--- config.mk ---
export PLATFORM = sky130hd
export DESIGN_NAME = adcif_host
export DESIGN_NICKNAME = d
export VERILOG_FILES = /design/src/adcif_pkg.sv /design/src/adcif_host.sv
export SDC_FILE = /design/constraint.sdc
export NUM_CORES = 1
export LEC_CHECK = 0
export BUFFER_PORTS_ARGS = -buffer_cell sky130_fd_sc_hd__buf_4
export CORE_MARGIN = 1.5
export CORE_UTILIZATION = 40
export CTS_CLUSTER_SIZE = 24
export DETAILED_ROUTE_END_ITERATION = 6
export GPL_TIMING_DRIVEN = 0
export SYNTH_ARGS = -nofsm -noshare
export SYNTH_HDL_FRONTEND = slang
export SYNTH_SLANG_ARGS = --single-unit
--- constraint.sdc ---
create_clock -name clk -period 2.86 [get_ports clk]
set_input_delay 0.286 -clock clk [delete_from_list [all_inputs] [get_ports clk]]
set_output_delay 0.286 -clock clk [all_outputs]
set_load 0.01 [all_outputs]
--- src/adcif_pkg.sv ---
// package: timing constants, frame layout and states for the converter host controller
package adcif_pkg;
   // ==========================================
   // clock and timing
   localparam int CLK_PERIOD_NS = 8;
   localparam int CONV_TIME_FAST_NS = 1470;
   localparam int CONV_TIME_SLOW_NS = 1600;
   localparam int ACQ_TIME_FAST_NS = 200;
   localparam int ACQ_TIME_SLOW_NS = 400;
   localparam int EOC_PULSE_NS = 100;
   localparam int TRIG_LOW_NS = 40;
   localparam int SCLK_HALF_CYCLES = 4;
   // least times round up to whole cycles
   localparam int ACQ_FAST_CYC = (ACQ_TIME_FAST_NS + CLK_PERIOD_NS - 1) / CLK_PERIOD_NS;
   localparam int ACQ_SLOW_CYC = (ACQ_TIME_SLOW_NS + CLK_PERIOD_NS - 1) / CLK_PERIOD_NS;
   localparam int TRIG_LOW_CYC = (TRIG_LOW_NS + CLK_PERIOD_NS - 1) / CLK_PERIOD_NS;
   // longest wait for end of conversion: slow conversion plus margin
   localparam int EOC_WAIT_CYC = (2 * CONV_TIME_SLOW_NS) / CLK_PERIOD_NS;
   localparam int RD_PULSE_CYC = 8;
   // ==========================================
   // frame layout
   localparam int RESULT_W = 12;
   localparam int FRAME_BITS = 16;
   localparam int LEAD_ZEROS = 4;
   localparam int CNT_W = 9;
   // ==========================================
   // controller states, gray along the usual path from IDLE to ACQ
   typedef enum logic [2:0] {
      ADCIF_IDLE = 3'b000,
      ADCIF_TRIG = 3'b001,
      ADCIF_CONV = 3'b011,
      ADCIF_READ = 3'b010,
      ADCIF_DONE = 3'b110,
      ADCIF_ACQ  = 3'b111
   } adcif_state_t;
endpackage

--- src/adcif_host.sv ---
// module: host controller that starts conversions and reads results from the converter
`timescale 1ns/1ns
module adcif_host
   import adcif_pkg::*;
#(
   parameter bit FAST_GRADE = 1'b1
) (
   input wire logic clk,
   input wire logic reset,
   input wire logic start,
   input wire logic parallel_mode,
   output logic sample_trigger_n,
   input wire logic eoc_n,
   output logic cs_n,
   output logic rd_n,
   input wire logic [RESULT_W-1:0] data_in,
   output logic data3_or_frame_sync,
   output logic data3_oe,
   output logic sclk,
   input wire logic serial_out,
   output logic [RESULT_W-1:0] result,
   output logic result_valid,
   output logic busy,
   output logic timeout
);
   // elaboration checks: the phase counter is three bits wide, and a sampled bit
   // must pass the synchroniser within one half period of the serial clock
   if (SCLK_HALF_CYCLES < 3 || SCLK_HALF_CYCLES > 8) begin : g_sclk_check
      $error("serial clock half period outside 3 to 8 cycles");
   end
   // the end-of-conversion wait must fit the shared counter
   if (EOC_WAIT_CYC >= (1 << CNT_W)) begin : g_cnt_check
      $error("end-of-conversion wait does not fit the counter");
   end
   // ==========================================
   // pin synchronisers; first stage feeds only the second
   logic eoc_s1_reg, eoc_s2_reg, eoc_s3_reg;
   logic sdo_s1_reg, sdo_s2_reg;
   logic [RESULT_W-1:0] din_s1_reg, din_s2_reg;
   always_ff @(posedge clk) begin
      if (reset) begin
         eoc_s1_reg <= 1'b1;
         eoc_s2_reg <= 1'b1;
         eoc_s3_reg <= 1'b1;
         sdo_s1_reg <= 1'b0;
         sdo_s2_reg <= 1'b0;
         din_s1_reg <= '0;
         din_s2_reg <= '0;
      end else begin
         eoc_s1_reg <= eoc_n;
         eoc_s2_reg <= eoc_s1_reg;
         eoc_s3_reg <= eoc_s2_reg;
         sdo_s1_reg <= serial_out;
         sdo_s2_reg <= sdo_s1_reg;
         din_s1_reg <= data_in;
         din_s2_reg <= din_s1_reg;
      end
   end
   // falling edge of end-of-conversion, seen after the synchroniser
   logic eoc_fall;
   assign eoc_fall = eoc_s3_reg & ~eoc_s2_reg;
   // ==========================================
   // state registers
   adcif_state_t state_reg, state_next;
   logic [CNT_W-1:0] cnt_reg, cnt_next;
   logic [4:0] bit_reg, bit_next;
   logic [2:0] ph_reg, ph_next;
   logic mode_reg, mode_next;
   logic trig_reg, trig_next;
   logic cs_reg, cs_next, rd_reg, rd_next;
   logic fs_reg, fs_next, fsoe_reg, fsoe_next, sclk_reg, sclk_next;
   logic [FRAME_BITS-1:0] sh_reg, sh_next;
   logic [RESULT_W-1:0] res_reg, res_next;
   logic val_reg, val_next, busy_reg, busy_next, to_reg, to_next;
   // acquisition wait for the grade in use
   localparam logic [CNT_W-1:0] ACQ_CYC =
      FAST_GRADE ? CNT_W'(ACQ_FAST_CYC) : CNT_W'(ACQ_SLOW_CYC);
   // ==========================================
   // next-state logic
   always_comb begin
      state_next = state_reg;
      cnt_next = cnt_reg;
      bit_next = bit_reg;
      ph_next = ph_reg;
      mode_next = mode_reg;
      trig_next = trig_reg;
      cs_next = cs_reg;
      rd_next = rd_reg;
      fs_next = fs_reg;
      fsoe_next = fsoe_reg;
      sclk_next = sclk_reg;
      sh_next = sh_reg;
      res_next = res_reg;
      val_next = 1'b0;
      busy_next = busy_reg;
      to_next = to_reg;
      case (state_reg)
         ADCIF_IDLE: begin
            // strap caught here, after reset release, per conversion
            mode_next = parallel_mode;
            fsoe_next = ~parallel_mode;
            fs_next = 1'b1;
            if (start) begin
               state_next = ADCIF_TRIG;
               trig_next = 1'b0;
               cnt_next = '0;
               busy_next = 1'b1;
               to_next = 1'b0;
            end
         end
         ADCIF_TRIG: begin
            // hold the trigger low, then release: the rise starts conversion
            cnt_next = cnt_reg + 1'b1;
            if (cnt_reg == CNT_W'(TRIG_LOW_CYC - 1)) begin
               trig_next = 1'b1;
               state_next = ADCIF_CONV;
               cnt_next = '0;
            end
         end
         ADCIF_CONV: begin
            // no serial traffic while converting
            cnt_next = cnt_reg + 1'b1;
            if (eoc_fall) begin
               state_next = ADCIF_READ;
               cnt_next = '0;
               bit_next = '0;
               ph_next = '0;
               if (mode_reg) begin
                  // strobes follow the end pulse, as a tied partner would, but are
                  // pulsed briefly and never parked low
                  cs_next = 1'b0;
                  rd_next = 1'b0;
               end else begin
                  fs_next = 1'b0;
               end
            end else if (cnt_reg == CNT_W'(EOC_WAIT_CYC)) begin
               // converter never answered; give up rather than hang
               to_next = 1'b1;
               state_next = ADCIF_ACQ;
               cnt_next = '0;
            end
         end
         ADCIF_READ: begin
            if (mode_reg) begin
               cnt_next = cnt_reg + 1'b1;
               if (cnt_reg == CNT_W'(RD_PULSE_CYC - 1)) begin
                  // sample just before raising the strobes
                  res_next = din_s2_reg;
                  cs_next = 1'b1;
                  rd_next = 1'b1;
                  state_next = ADCIF_DONE;
               end
            end else begin
               // frame sync went low a full half period before the first rise
               ph_next = ph_reg + 1'b1;
               if (ph_reg == 3'(SCLK_HALF_CYCLES - 1)) begin
                  ph_next = '0;
                  if (!sclk_reg) begin
                     sclk_next = 1'b1;
                  end else begin
                     // sample on falling edge; resync delay stays inside half period
                     sclk_next = 1'b0;
                     sh_next = {sh_reg[FRAME_BITS-2:0], sdo_s2_reg};
                     bit_next = bit_reg + 1'b1;
                     if (bit_reg == 5'(FRAME_BITS - 1)) begin
                        // rising sync releases the data line
                        fs_next = 1'b1;
                        state_next = ADCIF_DONE;
                     end
                  end
               end
            end
         end
         ADCIF_DONE: begin
            // raw code handed over; sign handling is the user's per grade
            if (!mode_reg) begin
               res_next = sh_reg[RESULT_W-1:0];
            end
            val_next = 1'b1;
            state_next = ADCIF_ACQ;
            cnt_next = '0;
         end
         ADCIF_ACQ: begin
            // acquisition and read-to-start clearance before a new start
            cnt_next = cnt_reg + 1'b1;
            if (cnt_reg >= ACQ_CYC) begin
               busy_next = 1'b0;
               state_next = ADCIF_IDLE;
            end
         end
         default: begin
            state_next = ADCIF_IDLE;
         end
      endcase
   end
   // ==========================================
   // registers
   always_ff @(posedge clk) begin
      if (reset) begin
         state_reg <= ADCIF_IDLE;
         cnt_reg <= '0;
         bit_reg <= '0;
         ph_reg <= '0;
         mode_reg <= 1'b1;
         trig_reg <= 1'b1;
         cs_reg <= 1'b1;
         rd_reg <= 1'b1;
         fs_reg <= 1'b1;
         fsoe_reg <= 1'b0;
         sclk_reg <= 1'b0;
         sh_reg <= '0;
         res_reg <= '0;
         val_reg <= 1'b0;
         busy_reg <= 1'b0;
         to_reg <= 1'b0;
      end else begin
         state_reg <= state_next;
         cnt_reg <= cnt_next;
         bit_reg <= bit_next;
         ph_reg <= ph_next;
         mode_reg <= mode_next;
         trig_reg <= trig_next;
         cs_reg <= cs_next;
         rd_reg <= rd_next;
         fs_reg <= fs_next;
         fsoe_reg <= fsoe_next;
         sclk_reg <= sclk_next;
         sh_reg <= sh_next;
         res_reg <= res_next;
         val_reg <= val_next;
         busy_reg <= busy_next;
         to_reg <= to_next;
      end
   end
   assign sample_trigger_n = trig_reg;
   assign cs_n = cs_reg;
   assign rd_n = rd_reg;
   assign data3_or_frame_sync = fs_reg;
   assign data3_oe = fsoe_reg;
   assign sclk = sclk_reg;
   assign result = res_reg;
   assign result_valid = val_reg;
   assign busy = busy_reg;
   assign timeout = to_reg;
endmodule

## Word-level counts from Yosys, hierarchy flattened

Cells that the tools add are included.

| word-level totals | value |
|---|---|
| flip-flop bits (word level) | 82 |
| output and inout port bits | 21 |

| operators by class | value |
|---|---|
| add/sub/neg operators | 3 |
| order comparisons | 1 |
| equality and inequality tests | 30 |
| multiplexer cells | 53 |
| bitwise operators | 4 |
| reduce and logical (&&, ||, !) cells | 20 |

Operators by type and width:

| cell | number |
|---|---|
| one-hot mux 9 bit (6 select lines) | 1 |
| 2-to-1 mux 9 bit | 5 |
| 2-to-1 mux 3 bit | 13 |
| 2-to-1 mux 12 bit | 3 |
| inequality test 2 bit, second input constant | 15 |
| one-hot mux 12 bit (2 select lines) | 1 |
| 2-to-1 mux 5 bit | 4 |
| equality test 9 x 3 -> 1 bit, second input constant | 2 |
| 2-to-1 mux 1 bit | 18 |
| one-hot mux 3 bit (6 select lines) | 1 |
| inequality test 3 bit, second input constant | 5 |
| AND reduction 3 bit | 5 |
| AND reduction 4 bit | 3 |
| one-hot mux 5 bit (2 select lines) | 1 |
| AND reduction 5 bit | 2 |
| nonzero test 2 bit | 5 |
| adder 9 x 1 -> 9 bit, second input constant | 1 |
| equality test 3 x 2 -> 1 bit, second input constant | 3 |
| equality test 9 bit, second input constant | 1 |
| greater-or-equal comparator 9 x 5 -> 1 bit, second input constant | 1 |
| one-hot mux 1 bit (2 select lines) | 4 |
| AND reduction 8 bit | 1 |
| AND reduction 7 bit | 1 |
| equality test 3 bit, second input constant | 2 |
| 11 further kinds | 13 |

## Depth between registers and ports, before layout

Gate-level depths: netlist of the first run.

| depth | value |
|---|---|
| word-level depth | 6 |
| gate-level depth with buffers | 8 |

## Worst setup path before layout of the first run

No wires, ideal clock.

| timing | value |
|---|---|
| path type | register to register |
| from | register cnt_reg[8] |
| to | register res_reg[3], in the netlist result[3] |
| data arrival time | 1.917 ns |
| data required time | 2.717 ns |
| path slack | 0.800 ns |
| stages on the path, launching flop included | 6 |
| period minus slack after synthesis | 2.060 ns |
| cells stage by stage | dfxtp_1 > or4_4 > o41a_1 > nor3_4 > buf_2 > a211oi_1 |

| between the ends | value |
|---|---|
| longest elaborated chain between the ends | 3 |

Ends and longest elaborated chain:

| what | RTL line | RTL |
|---|---|---|
| start, declared | adcif_host.sv:65 | `logic [CNT_W-1:0] cnt_reg, cnt_next;` |
| start signal, assigned | adcif_host.sv:218 | `cnt_reg <= cnt_next;` |
| equality test 9 x 3 -> 1 bit | adcif_host.sv:146 | `if (cnt_reg == CNT_W'(RD_PULSE_CYC - 1)) begin` |
| inequality test 2 bit (no source line) | - |  |
| AND reduction 4 bit (no source line) | - |  |
| end signal, assigned | adcif_host.sv:229 | `res_reg <= res_next;` |
| end, declared | adcif_host.sv:73 | `logic [RESULT_W-1:0] res_reg, res_next;` |

No other way between the ends.
A chain may end at the register's enable or synchronous reset.

## Worst setup path after layout of the first run

| timing | value |
|---|---|
| from | register state_reg[0] |
| to | register sh_reg[9] |

| between the ends | value |
|---|---|
| longest elaborated chain between the ends | 2 |

Ends and longest elaborated chain:

| what | RTL line | RTL |
|---|---|---|
| start, declared | adcif_host.sv:64 | `adcif_state_t state_reg, state_next;` |
| start signal, assigned | adcif_host.sv:217 | `state_reg <= state_next;` |
| equality test 3 x 2 -> 1 bit | adcif_host.sv:97 | `case (state_reg)` |
| AND reduction 4 bit (no source line) | - |  |
| end signal, assigned | adcif_host.sv:228 | `sh_reg <= sh_next;` |
| end, declared | adcif_host.sv:72 | `logic [FRAME_BITS-1:0] sh_reg, sh_next;` |

No other way between the ends.

==> results of run 1 <==
[layout make-up]
type / instances / area [um2]
Multi-Input combinational cell: 253 / 1580
Tap cell: 105 / 131
Sequential cell: 82 / 1640
Clock buffer: 10 / 138
Buffer: 20 / 87.6
Inverter: 7 / 26.3
Clock inverter: 5 / 62.6
Timing Repair Buffer: 38 / 285
Fill cell: 805 / 4180
[layer usage]
layer  track usage  vias to the layer above  part of all wire
li1              -                     1341                 -
met1         0.226                     1168              0.48
met2         0.278                       63              0.46
met3        0.0461                        6             0.047
met4        0.0609                        0             0.012
met5             0                        -                 0
[logic make-up (layout without fill, tap and decap cells)]
logic type | after synthesis | in the layout | share of synthesized area
DFF | 82 | 82 | 0.492
and+or+nand+nor | 155 | 155 | 0.238
buffers and inverters | 27 | 80 | 0.0342
xor gates and xnor gates | 12 | 12 | 0.0315
muxes | 13 | 13 | 0.0390
AOI/OAI and AO/OA | 67 | 67 | 0.143
adders and majority gates | 6 | 6 | 0.0225
[worst max-delay path: stages, from the launching register on]
cell     delay [ns]
dfxtp_1        0.30
buf_2          0.16
nor4b_2        0.70
and3_1         0.26
buf_2          0.20
buf_1          0.39
nand2_1        0.10
a21oi_1        0.16
[final timing paths]
kind                                           startpoint                      to  slack, ns  depth (start not counted)
worst max register to register  state_reg[0]$_SDFFE_PP0P_  sh_reg[9]$_SDFFE_PP0P_       0.51                          7
worst min register to register      eoc_s1_reg$_SDFF_PP1_   eoc_s2_reg$_SDFF_PP1_       0.42                          1
worst max-delay path            state_reg[0]$_SDFFE_PP0P_  sh_reg[9]$_SDFFE_PP0P_       0.51                          7
worst min-delay path                                eoc_n   eoc_s1_reg$_SDFF_PP1_       0.13                          2
[power by group through the flow]
stage	sequential, mW	combinational [mW]	clock, mW
2_1_floorplan	1.40	0.598	0
3_3_place_gp	1.39	0.903	0
3_5_place_dp	1.39	0.913	0
4_1_cts	1.36	0.919	0.874
5_1_grt	1.38	1.02	0.925
6_report	1.36	0.918	0.853
[per-stage QoR]
stage / std cells / util / area [um2] / worst slack (ns) / hold WS [ns]
finish: 520 / 0.486 / 3950 / 0.512 / 0.129
global route: 520 / 0.486 / 3950 / 0.358 / 0.125
CTS: 520 / 0.486 / 3950 / 0.518 / 0.113
detailed placement: 505 / 0.461 / 3750 / 0.528 / 0.405
global placement: 505 / 0.461 / 3750 / 0.539 / 0.396
floorplan: 362 / - / 3330 / 0.800 / 0.383
[cell usage in the layout (no fill, tap or decap), types with 3 or more instances in the layout]
cell type / instances
a211oi_1: 7
a211oi_2: 8
a21oi_1: 27
and3_1: 4
buf_2: 4
buf_4: 40
clkbuf_1: 12
clkbuf_8: 10
dfxtp_1: 82
ha_1: 6
inv_1: 7
mux2i_1: 13
nand2_1: 41
nand2b_1: 6
nand3_1: 5
nand3b_1: 3
nand4_1: 3
nor2_1: 38
nor2b_1: 31
nor3_1: 6
nor3b_1: 3
nor4_1: 4
o21ai_0: 7
or2_2: 5
xnor2_1: 4
xor2_1: 8
==> flow_metrics.tcl, run 1 <==
set metrics [dict create \
    ir_drop_mv 0.272 \
    slew_viol_final 0 \
    crit_required_ns 3.14 \
    cts.sink_count 82 \
    gp_congestion 0.868 \
    postCtsSetupBuffers 0 \
    drtIter0Drc 86 \
    combinationalPowerShare 0.293 \
    power_mw 3.14 \
    cts_tree "built" \
    worst_slew_pin_slew_ns 0.816 \
    power.share.clock 0.272 \
    cts_buffer_depth 2 \
    seqPwrFrac 0.435 \
    syn_area_per_cell_um2 9.21 \
    placementRows 33 \
    fin_skew_ns 0.0140 \
    vias 2578 \
    synth_top_area_share 0.492 \
    antenna_violating_nets_post_route 0 \
    cts_resized 0 \
    synth-seq-cells 82 \
    antenna_found_initial 0 \
    crit_fanout 10 \
    setup_viol 0 \
    htree_levels 3 \
    die_area_mm2 0.00889 \
    core_mm2 0.00813 \
    cts.clk_slew.worst_paths_ns 0.09 \
    drt_wl_total_um 7070 \
    p_sw_mw 1.05 \
    cts-root-buf "clkbuf_8" \
    grt-ovfl-total 0 \
    die_y_um 94.3 \
    grt_pass1_vias 2407 \
    syn_nets 386 \
    final.setup.tns_ns 0 \
    nNetsFinal 435 \
    finalHoldViolations 0 \
    routedWlPerCell_um 13.6 \
    worst_skew_pair.late_latency_ns 0.35 \
    grt_pass1_wl_um 11800 \
    diodes 0 \
    die_x_um 94.3 \
    netlist_instances 362 \
    relSlewSlack 0.455 \
    swShare 0.335 \
    fmax_ghz 0.426 \
    yosysMostFrequentCell "dfxtp_1" \
    grtUsageTotal 0.174 \
    area_growth_pct 18.5 \
    ys_top_cells_by_area "dfxtp_1, nor2b_1, nand2_1, nor2_1, a21oi_1" \
    grt_max_degree 15 \
    synth_ff_type "dfxtp_1" \
    worstSetupPathType "reg2reg" \
    worstSetupEndpointType "flip-flop" \
    portBuffers 38 \
    drv_cap 0 \
    fin_crit_ns 2.35 \
    rsz0062_at_grt "false" \
    status "completed" \
    drt-vias-per-instance 4.96 \
    synthArstFlopShare 0 \
    yosysUniqueCellTypes 47 \
    drc_errors 0 \
    period_share 0.821 \
    timing.hold.worst.class "in2reg" \
    syn_area_mm2 0.00333 \
    worstPathArrival_ns 2.62 \
    p_int_mw 2.09 \
    start_kind "flip-flop" \
    ctsHoldBuffers 0 \
    numCtsBuffers 9 \
    yosysTopAreaCell "dfxtp_1" \
    power.leakage_nw 1.55 \
    power.density_mw_per_mm2 794 \
    drive_above_1_share 0.183 \
    start_util 0.410 \
    yosys_warnings 0 \
    drtPass1Iterations 4 \
    pin_count 39 \
    synth-edff-count 0 \
    yosysSeqAreaShare 0.492 \
    place_hpwl_um 5120 \
    synthTopCellsByCount "dfxtp_1, nand2_1, nor2_1, nor2b_1, a21oi_1" \
]
Note: power is estimated with default switching activity, not from simulation.
==> inputs of run 2 (changes only) <==
==> constraint.sdc (replaced) <==
create_clock -name clk -period 2.4 [get_ports clk]
set_input_delay 0.24 -clock clk [delete_from_list [all_inputs] [get_ports clk]]
set_output_delay 0.24 -clock clk [all_outputs]
set_load 0.01 [all_outputs]
==> run 2 against run 1 <==
- critical path depth is 1 lower
- clock-buffer cell count stayed put
- largest power group unchanged
- largest cell class unchanged
- critical endpoint is now result[6]$_SDFFE_PP0P_
- non-clock buffer count is 2 higher
==> flow_metrics.tcl, run 2 (synthesized netlist as in run 1, its figures left out) <==
set metrics [dict create \
    routedWlPerCell_um 13.7 \
    area_growth_pct 19.5 \
    rsz0062_at_grt "false" \
    portBuffers 38 \
    drc_errors 0 \
    pin_count 39 \
    diodes 0 \
    drtPass1Iterations 4 \
    power.leakage_nw 1.57 \
    layout_commonest_cell "dfxtp_1" \
    whs_path_depth 2 \
    drt-vias-per-instance 5.00 \
    dp_cells 505 \
    fmax_ghz 0.436 \
    worstSetupEndpointType "flip-flop" \
    antenna_violating_nets_post_route 0 \
    worstSetupPathType "reg2reg" \
    crit_fanout 10 \
    gp_congestion 0.868 \
    fin_util 0.490 \
    power.density_mw_per_mm2 948 \
    start_kind "flip-flop" \
    cts_buffer_depth 2 \
    core_mm2 0.00813 \
    cts_tree "built" \
    ir_drop_mv 0.325 \
    vias 2609 \
    drt_wl_total_um 7130 \
    die_x_um 94.3 \
    fin_skew_ns 0.0124 \
    drtIter0Drc 98 \
    status "completed" \
    timing.rr.end "result[6]$_SDFFE_PP0P_" \
    finalHoldViolations 0 \
    drive_above_1_share 0.192 \
    cts.sink_count 82 \
    htree_levels 3 \
    numCtsBuffers 9 \
    placementRows 33 \
    nNetsFinal 437 \
    period_share 0.956 \
    r2r-start "cnt_reg[5]$_SDFFE_PP0P_" \
    grtUsageTotal 0.174 \
    grt-ovfl-total 0 \
    mostFrequentLayoutCells "dfxtp_1, buf_4, nand2_1, nor2_1, nor2b_1" \
    relSlewSlack 0.455 \
    r2r_slack_ns 0.10 \
    worst_slew_pin_slew_ns 0.810 \
    worst_skew_pair.late_latency_ns 0.35 \
    worstPathArrival_ns 2.57 \
    hold_end "eoc_s1_reg$_SDFF_PP1_" \
    stdcell_count 522 \
    grt_pass1_vias 2407 \
    cts.clk_slew.worst_paths_ns 0.09 \
    reg2reg_depth 6 \
    grt_pass1_wl_um 11800 \
    drv_cap 0 \
    crit_required_ns 2.67 \
    min_from "eoc_n" \
    slew_viol_final 0 \
    final.setup.tns_ns 0 \
    cts-root-buf "clkbuf_8" \
    timing.hold.worst.class "in2reg" \
    grt_max_degree 15 \
    die_y_um 94.3 \
    antenna_found_initial 0 \
    ctsHoldBuffers 0 \
    fin_crit_ns 2.30 \
    die_area_mm2 0.00889 \
    setup_viol 0 \
    start_util 0.410 \
    place_hpwl_um 5120 \
]
[run 2: repair_timing]
item,in CTS,in global routing
resized for setup,0,5
setup buffers,0,2
setup endpoints to repair,0,30
[run 2: area by class of cell]
type,instances,area (um2)
buffer,20,91.3
clock buffer,10,138
clock inverter,5,62.6
fill,803,4150
inverter,7,26.3
multi-input combinational,253,1590
sequential,82,1640
tap,105,131
timing repair buffer,40,300
[run 2: worst max-delay path by stage]
stage	start	to	slack [ns]
CTS	cnt_reg[5]$_SDFFE_PP0P_	result[6]$_SDFFE_PP0P_	0.06
detailed placement	cnt_reg[5]$_SDFFE_PP0P_	result[3]$_SDFFE_PP0P_	0.07
finish	cnt_reg[5]$_SDFFE_PP0P_	result[6]$_SDFFE_PP0P_	0.10
global route	cnt_reg[5]$_SDFFE_PP0P_	result[7]$_SDFFE_PP0P_	0.002
global placement	cnt_reg[5]$_SDFFE_PP0P_	result[3]$_SDFFE_PP0P_	0.08
floorplan	cnt_reg[8]$_SDFFE_PP0P_	result[3]$_SDFFE_PP0P_	0.34
[run 2: per-stage QoR]
step	hold WS, ns	cell area, um2	total power, mW	setup WS [ns]
2_1_floorplan	0.337	3330	2.38	0.340
3_3_place_gp	0.396	3750	2.73	0.0794
3_5_place_dp	0.405	3750	2.75	0.0676
4_1_cts	0.0674	3950	3.76	0.0583
5_1_grt	0.0786	3980	4.00	0.00202
6_report	0.0789	3980	3.77	0.104
[run 2: critical path: stages (launching register included)]
cell      delay, ns
dfxtp_1        0.36
or4_4          0.56
o41a_1         0.50
nor3_4         0.30
buf_4          0.23
nor2_1         0.07
a211oi_2       0.19
[run 2: where the power goes]
part           leakage (nW)  internal [mW]  total (mW)  switching [mW]
combinational         0.805          0.483        1.13           0.646
sequential            0.670           1.51        1.63           0.115
clock                0.0954          0.511        1.02           0.506
total                  1.57           2.51        3.77            1.27
[run 2: routing by layer]
| layer | routed length, um | global-route usage | up-vias |
|---|---|---|---|
| met1 | 3440 | 0.226 | 1187 |
| li1 | - | - | 1341 |
| met3 | 306 | 0.0461 | 10 |
| met5 | 0 | 0 | - |
| met4 | 104 | 0.0609 | 0 |
| met2 | 3280 | 0.278 | 71 |
==> inputs of run 3 (changes only) <==
--- a/config.mk
+++ b/config.mk
@@ -11,6 +11,7 @@
 export CTS_CLUSTER_SIZE = 24
 export DETAILED_ROUTE_END_ITERATION = 6
 export GPL_TIMING_DRIVEN = 0
+export REMOVE_ABC_BUFFERS = 1
 export SYNTH_ARGS = -nofsm -noshare
 export SYNTH_HDL_FRONTEND = slang
 export SYNTH_SLANG_ARGS = --single-unit
==> run 3 against run 2 <==
- core utilization shrank 0.91 points
- clock skew fell by 0.0016 ns
- setup slack better by 0.043 ns
- flip-flop and latch count unchanged
- clock-buffer cell count down 1
- combinational power decreased by 7%
- clock power fell by 12%
- largest cell class unchanged
==> flow_metrics.tcl, run 3 (synthesized netlist as in run 1, its figures left out) <==
set metrics [dict create \
    drv_cap 0 \
    drt-vias-per-instance 5.07 \
    start_util 0.410 \
    numCtsBuffers 9 \
    drtIter0Drc 124 \
    cts-root-buf "clkbuf_8" \
    relSlewSlack 0.385 \
    drtPass1Iterations 5 \
    pin_count 39 \
    cpPeakStageDelay_ns 0.56 \
    antenna_found_initial 0 \
    period_share 0.939 \
    crit_family "simple AND/OR/NAND/NOR gates" \
    worstSetupEndpointType "flip-flop" \
    gp_congestion 0.824 \
    path_buf_inv 1 \
    placementRows 33 \
    setup_viol 0 \
    grt_pass1_wl_um 11100 \
    grtUsageTotal 0.163 \
    ctsHoldBuffers 0 \
    core_mm2 0.00813 \
    timing.hold.worst.class "in2reg" \
    postPlaceCellArea_mm2 0.00366 \
    fin_util 0.481 \
    drc_errors 0 \
    portBuffers 38 \
    fin_skew_ns 0.0108 \
    slew_viol_final 0 \
    grt_pass1_vias 2426 \
    routedWlPerCell_um 13.1 \
    power_mw 3.65 \
    status "completed" \
    crit_required_ns 2.67 \
    start_kind "flip-flop" \
    diodes 0 \
    fmax_ghz 0.444 \
    die_area_mm2 0.00889 \
    cts.clk_slew.worst_paths_ns 0.09 \
    cts.sink_count 82 \
    power.density_mw_per_mm2 933 \
    antenna_violating_nets_post_route 0 \
    worst_skew_pair.late_latency_ns 0.36 \
    drive_above_1_share 0.195 \
    worstPathArrival_ns 2.52 \
    worst_slew_pin_slew_ns 0.920 \
    die_y_um 94.3 \
    ir_drop_mv 0.388 \
    drt_wl_total_um 6610 \
    grt-ovfl-total 0 \
    nNetsFinal 419 \
    htree_levels 3 \
    cts_tree "built" \
    layout_commonest_cell "dfxtp_1" \
    mostFrequentLayoutCells "dfxtp_1, nand2_1, buf_4, nor2_1, nor2b_1" \
    die_x_um 94.3 \
    grt_max_degree 71 \
    place_hpwl_um 4120 \
    fin_crit_ns 2.25 \
    cts_buffer_depth 2 \
    worstSetupPathType "reg2reg" \
    power.leakage_nw 1.53 \
    fin_area_mm2 0.00391 \
    rsz0062_at_grt "false" \
    finalHoldViolations 0 \
    path_cells "or4_4, o41a_1, nor3_4, buf_12, nor2_1, a211oi_1" \
    vias 2559 \
    crit_fanout 12 \
    critPathSlowestCell "or4_4" \
    final.setup.tns_ns 0 \
    area_growth_pct 17.3 \
]
-- run 3: where the power goes --
group	internal, mW	switching, mW	total (mW)
combinational	0.479	0.567	1.05
clock	0.384	0.517	0.901
sequential	1.52	0.185	1.70
-- run 3: worst paths after layout --
kind / startpoint / to / slack, ns / cells past startpoint
worst max-delay path: cnt_reg[5]$_SDFFE_PP0P_ / result[4]$_SDFFE_PP0P_ / 0.15 / 6
worst min register to register: eoc_s1_reg$_SDFF_PP1_ / eoc_s2_reg$_SDFF_PP1_ / 0.41 / 1
worst min-delay path: eoc_n / eoc_s1_reg$_SDFF_PP1_ / 0.08 / 2
worst max register to register: cnt_reg[5]$_SDFFE_PP0P_ / result[4]$_SDFFE_PP0P_ / 0.15 / 6
-- run 3: cell type report --
class,count,area [um2]
Clock buffer,9,124
Clock inverter,7,55.1
Fill cell,773,4230
Inverter,7,26.3
Multi-Input combinational cell,254,1610
Sequential cell,82,1640
Tap cell,105,131
Timing Repair Buffer,41,320
-- run 3: metrics by stage --
| step | hold slack (ns) | setup WS (ns) | cells |
|---|---|---|---|
| 2_1_floorplan | 0.305 | 0.0601 | 342 |
| 3_3_place_gp | 0.398 | -0.295 | 485 |
| 3_5_place_dp | 0.397 | -0.351 | 485 |
| 4_1_cts | 0.0598 | 0.0856 | 505 |
| 5_1_grt | 0.0593 | 0.00930 | 505 |
| 6_report | 0.0760 | 0.147 | 505 |
-- run 3: per-layer routing --
| layer | GRT usage | vias to the layer above | wire, um |
|---|---|---|---|
| li1 | - | 1308 | - |
| met1 | 0.199 | 1197 | 3120 |
| met2 | 0.264 | 45 | 3090 |
| met3 | 0.0550 | 9 | 307 |
| met4 | 0.0622 | 0 | 87 |
| met5 | 0 | - | 0 |
-- run 3: timing repair --
item	4_1_cts	5_1_grt
pin swaps	2	0
resized for setup	4	1
cloned	1	0
setup buffers	3	0
setup endpoints to repair	30	31
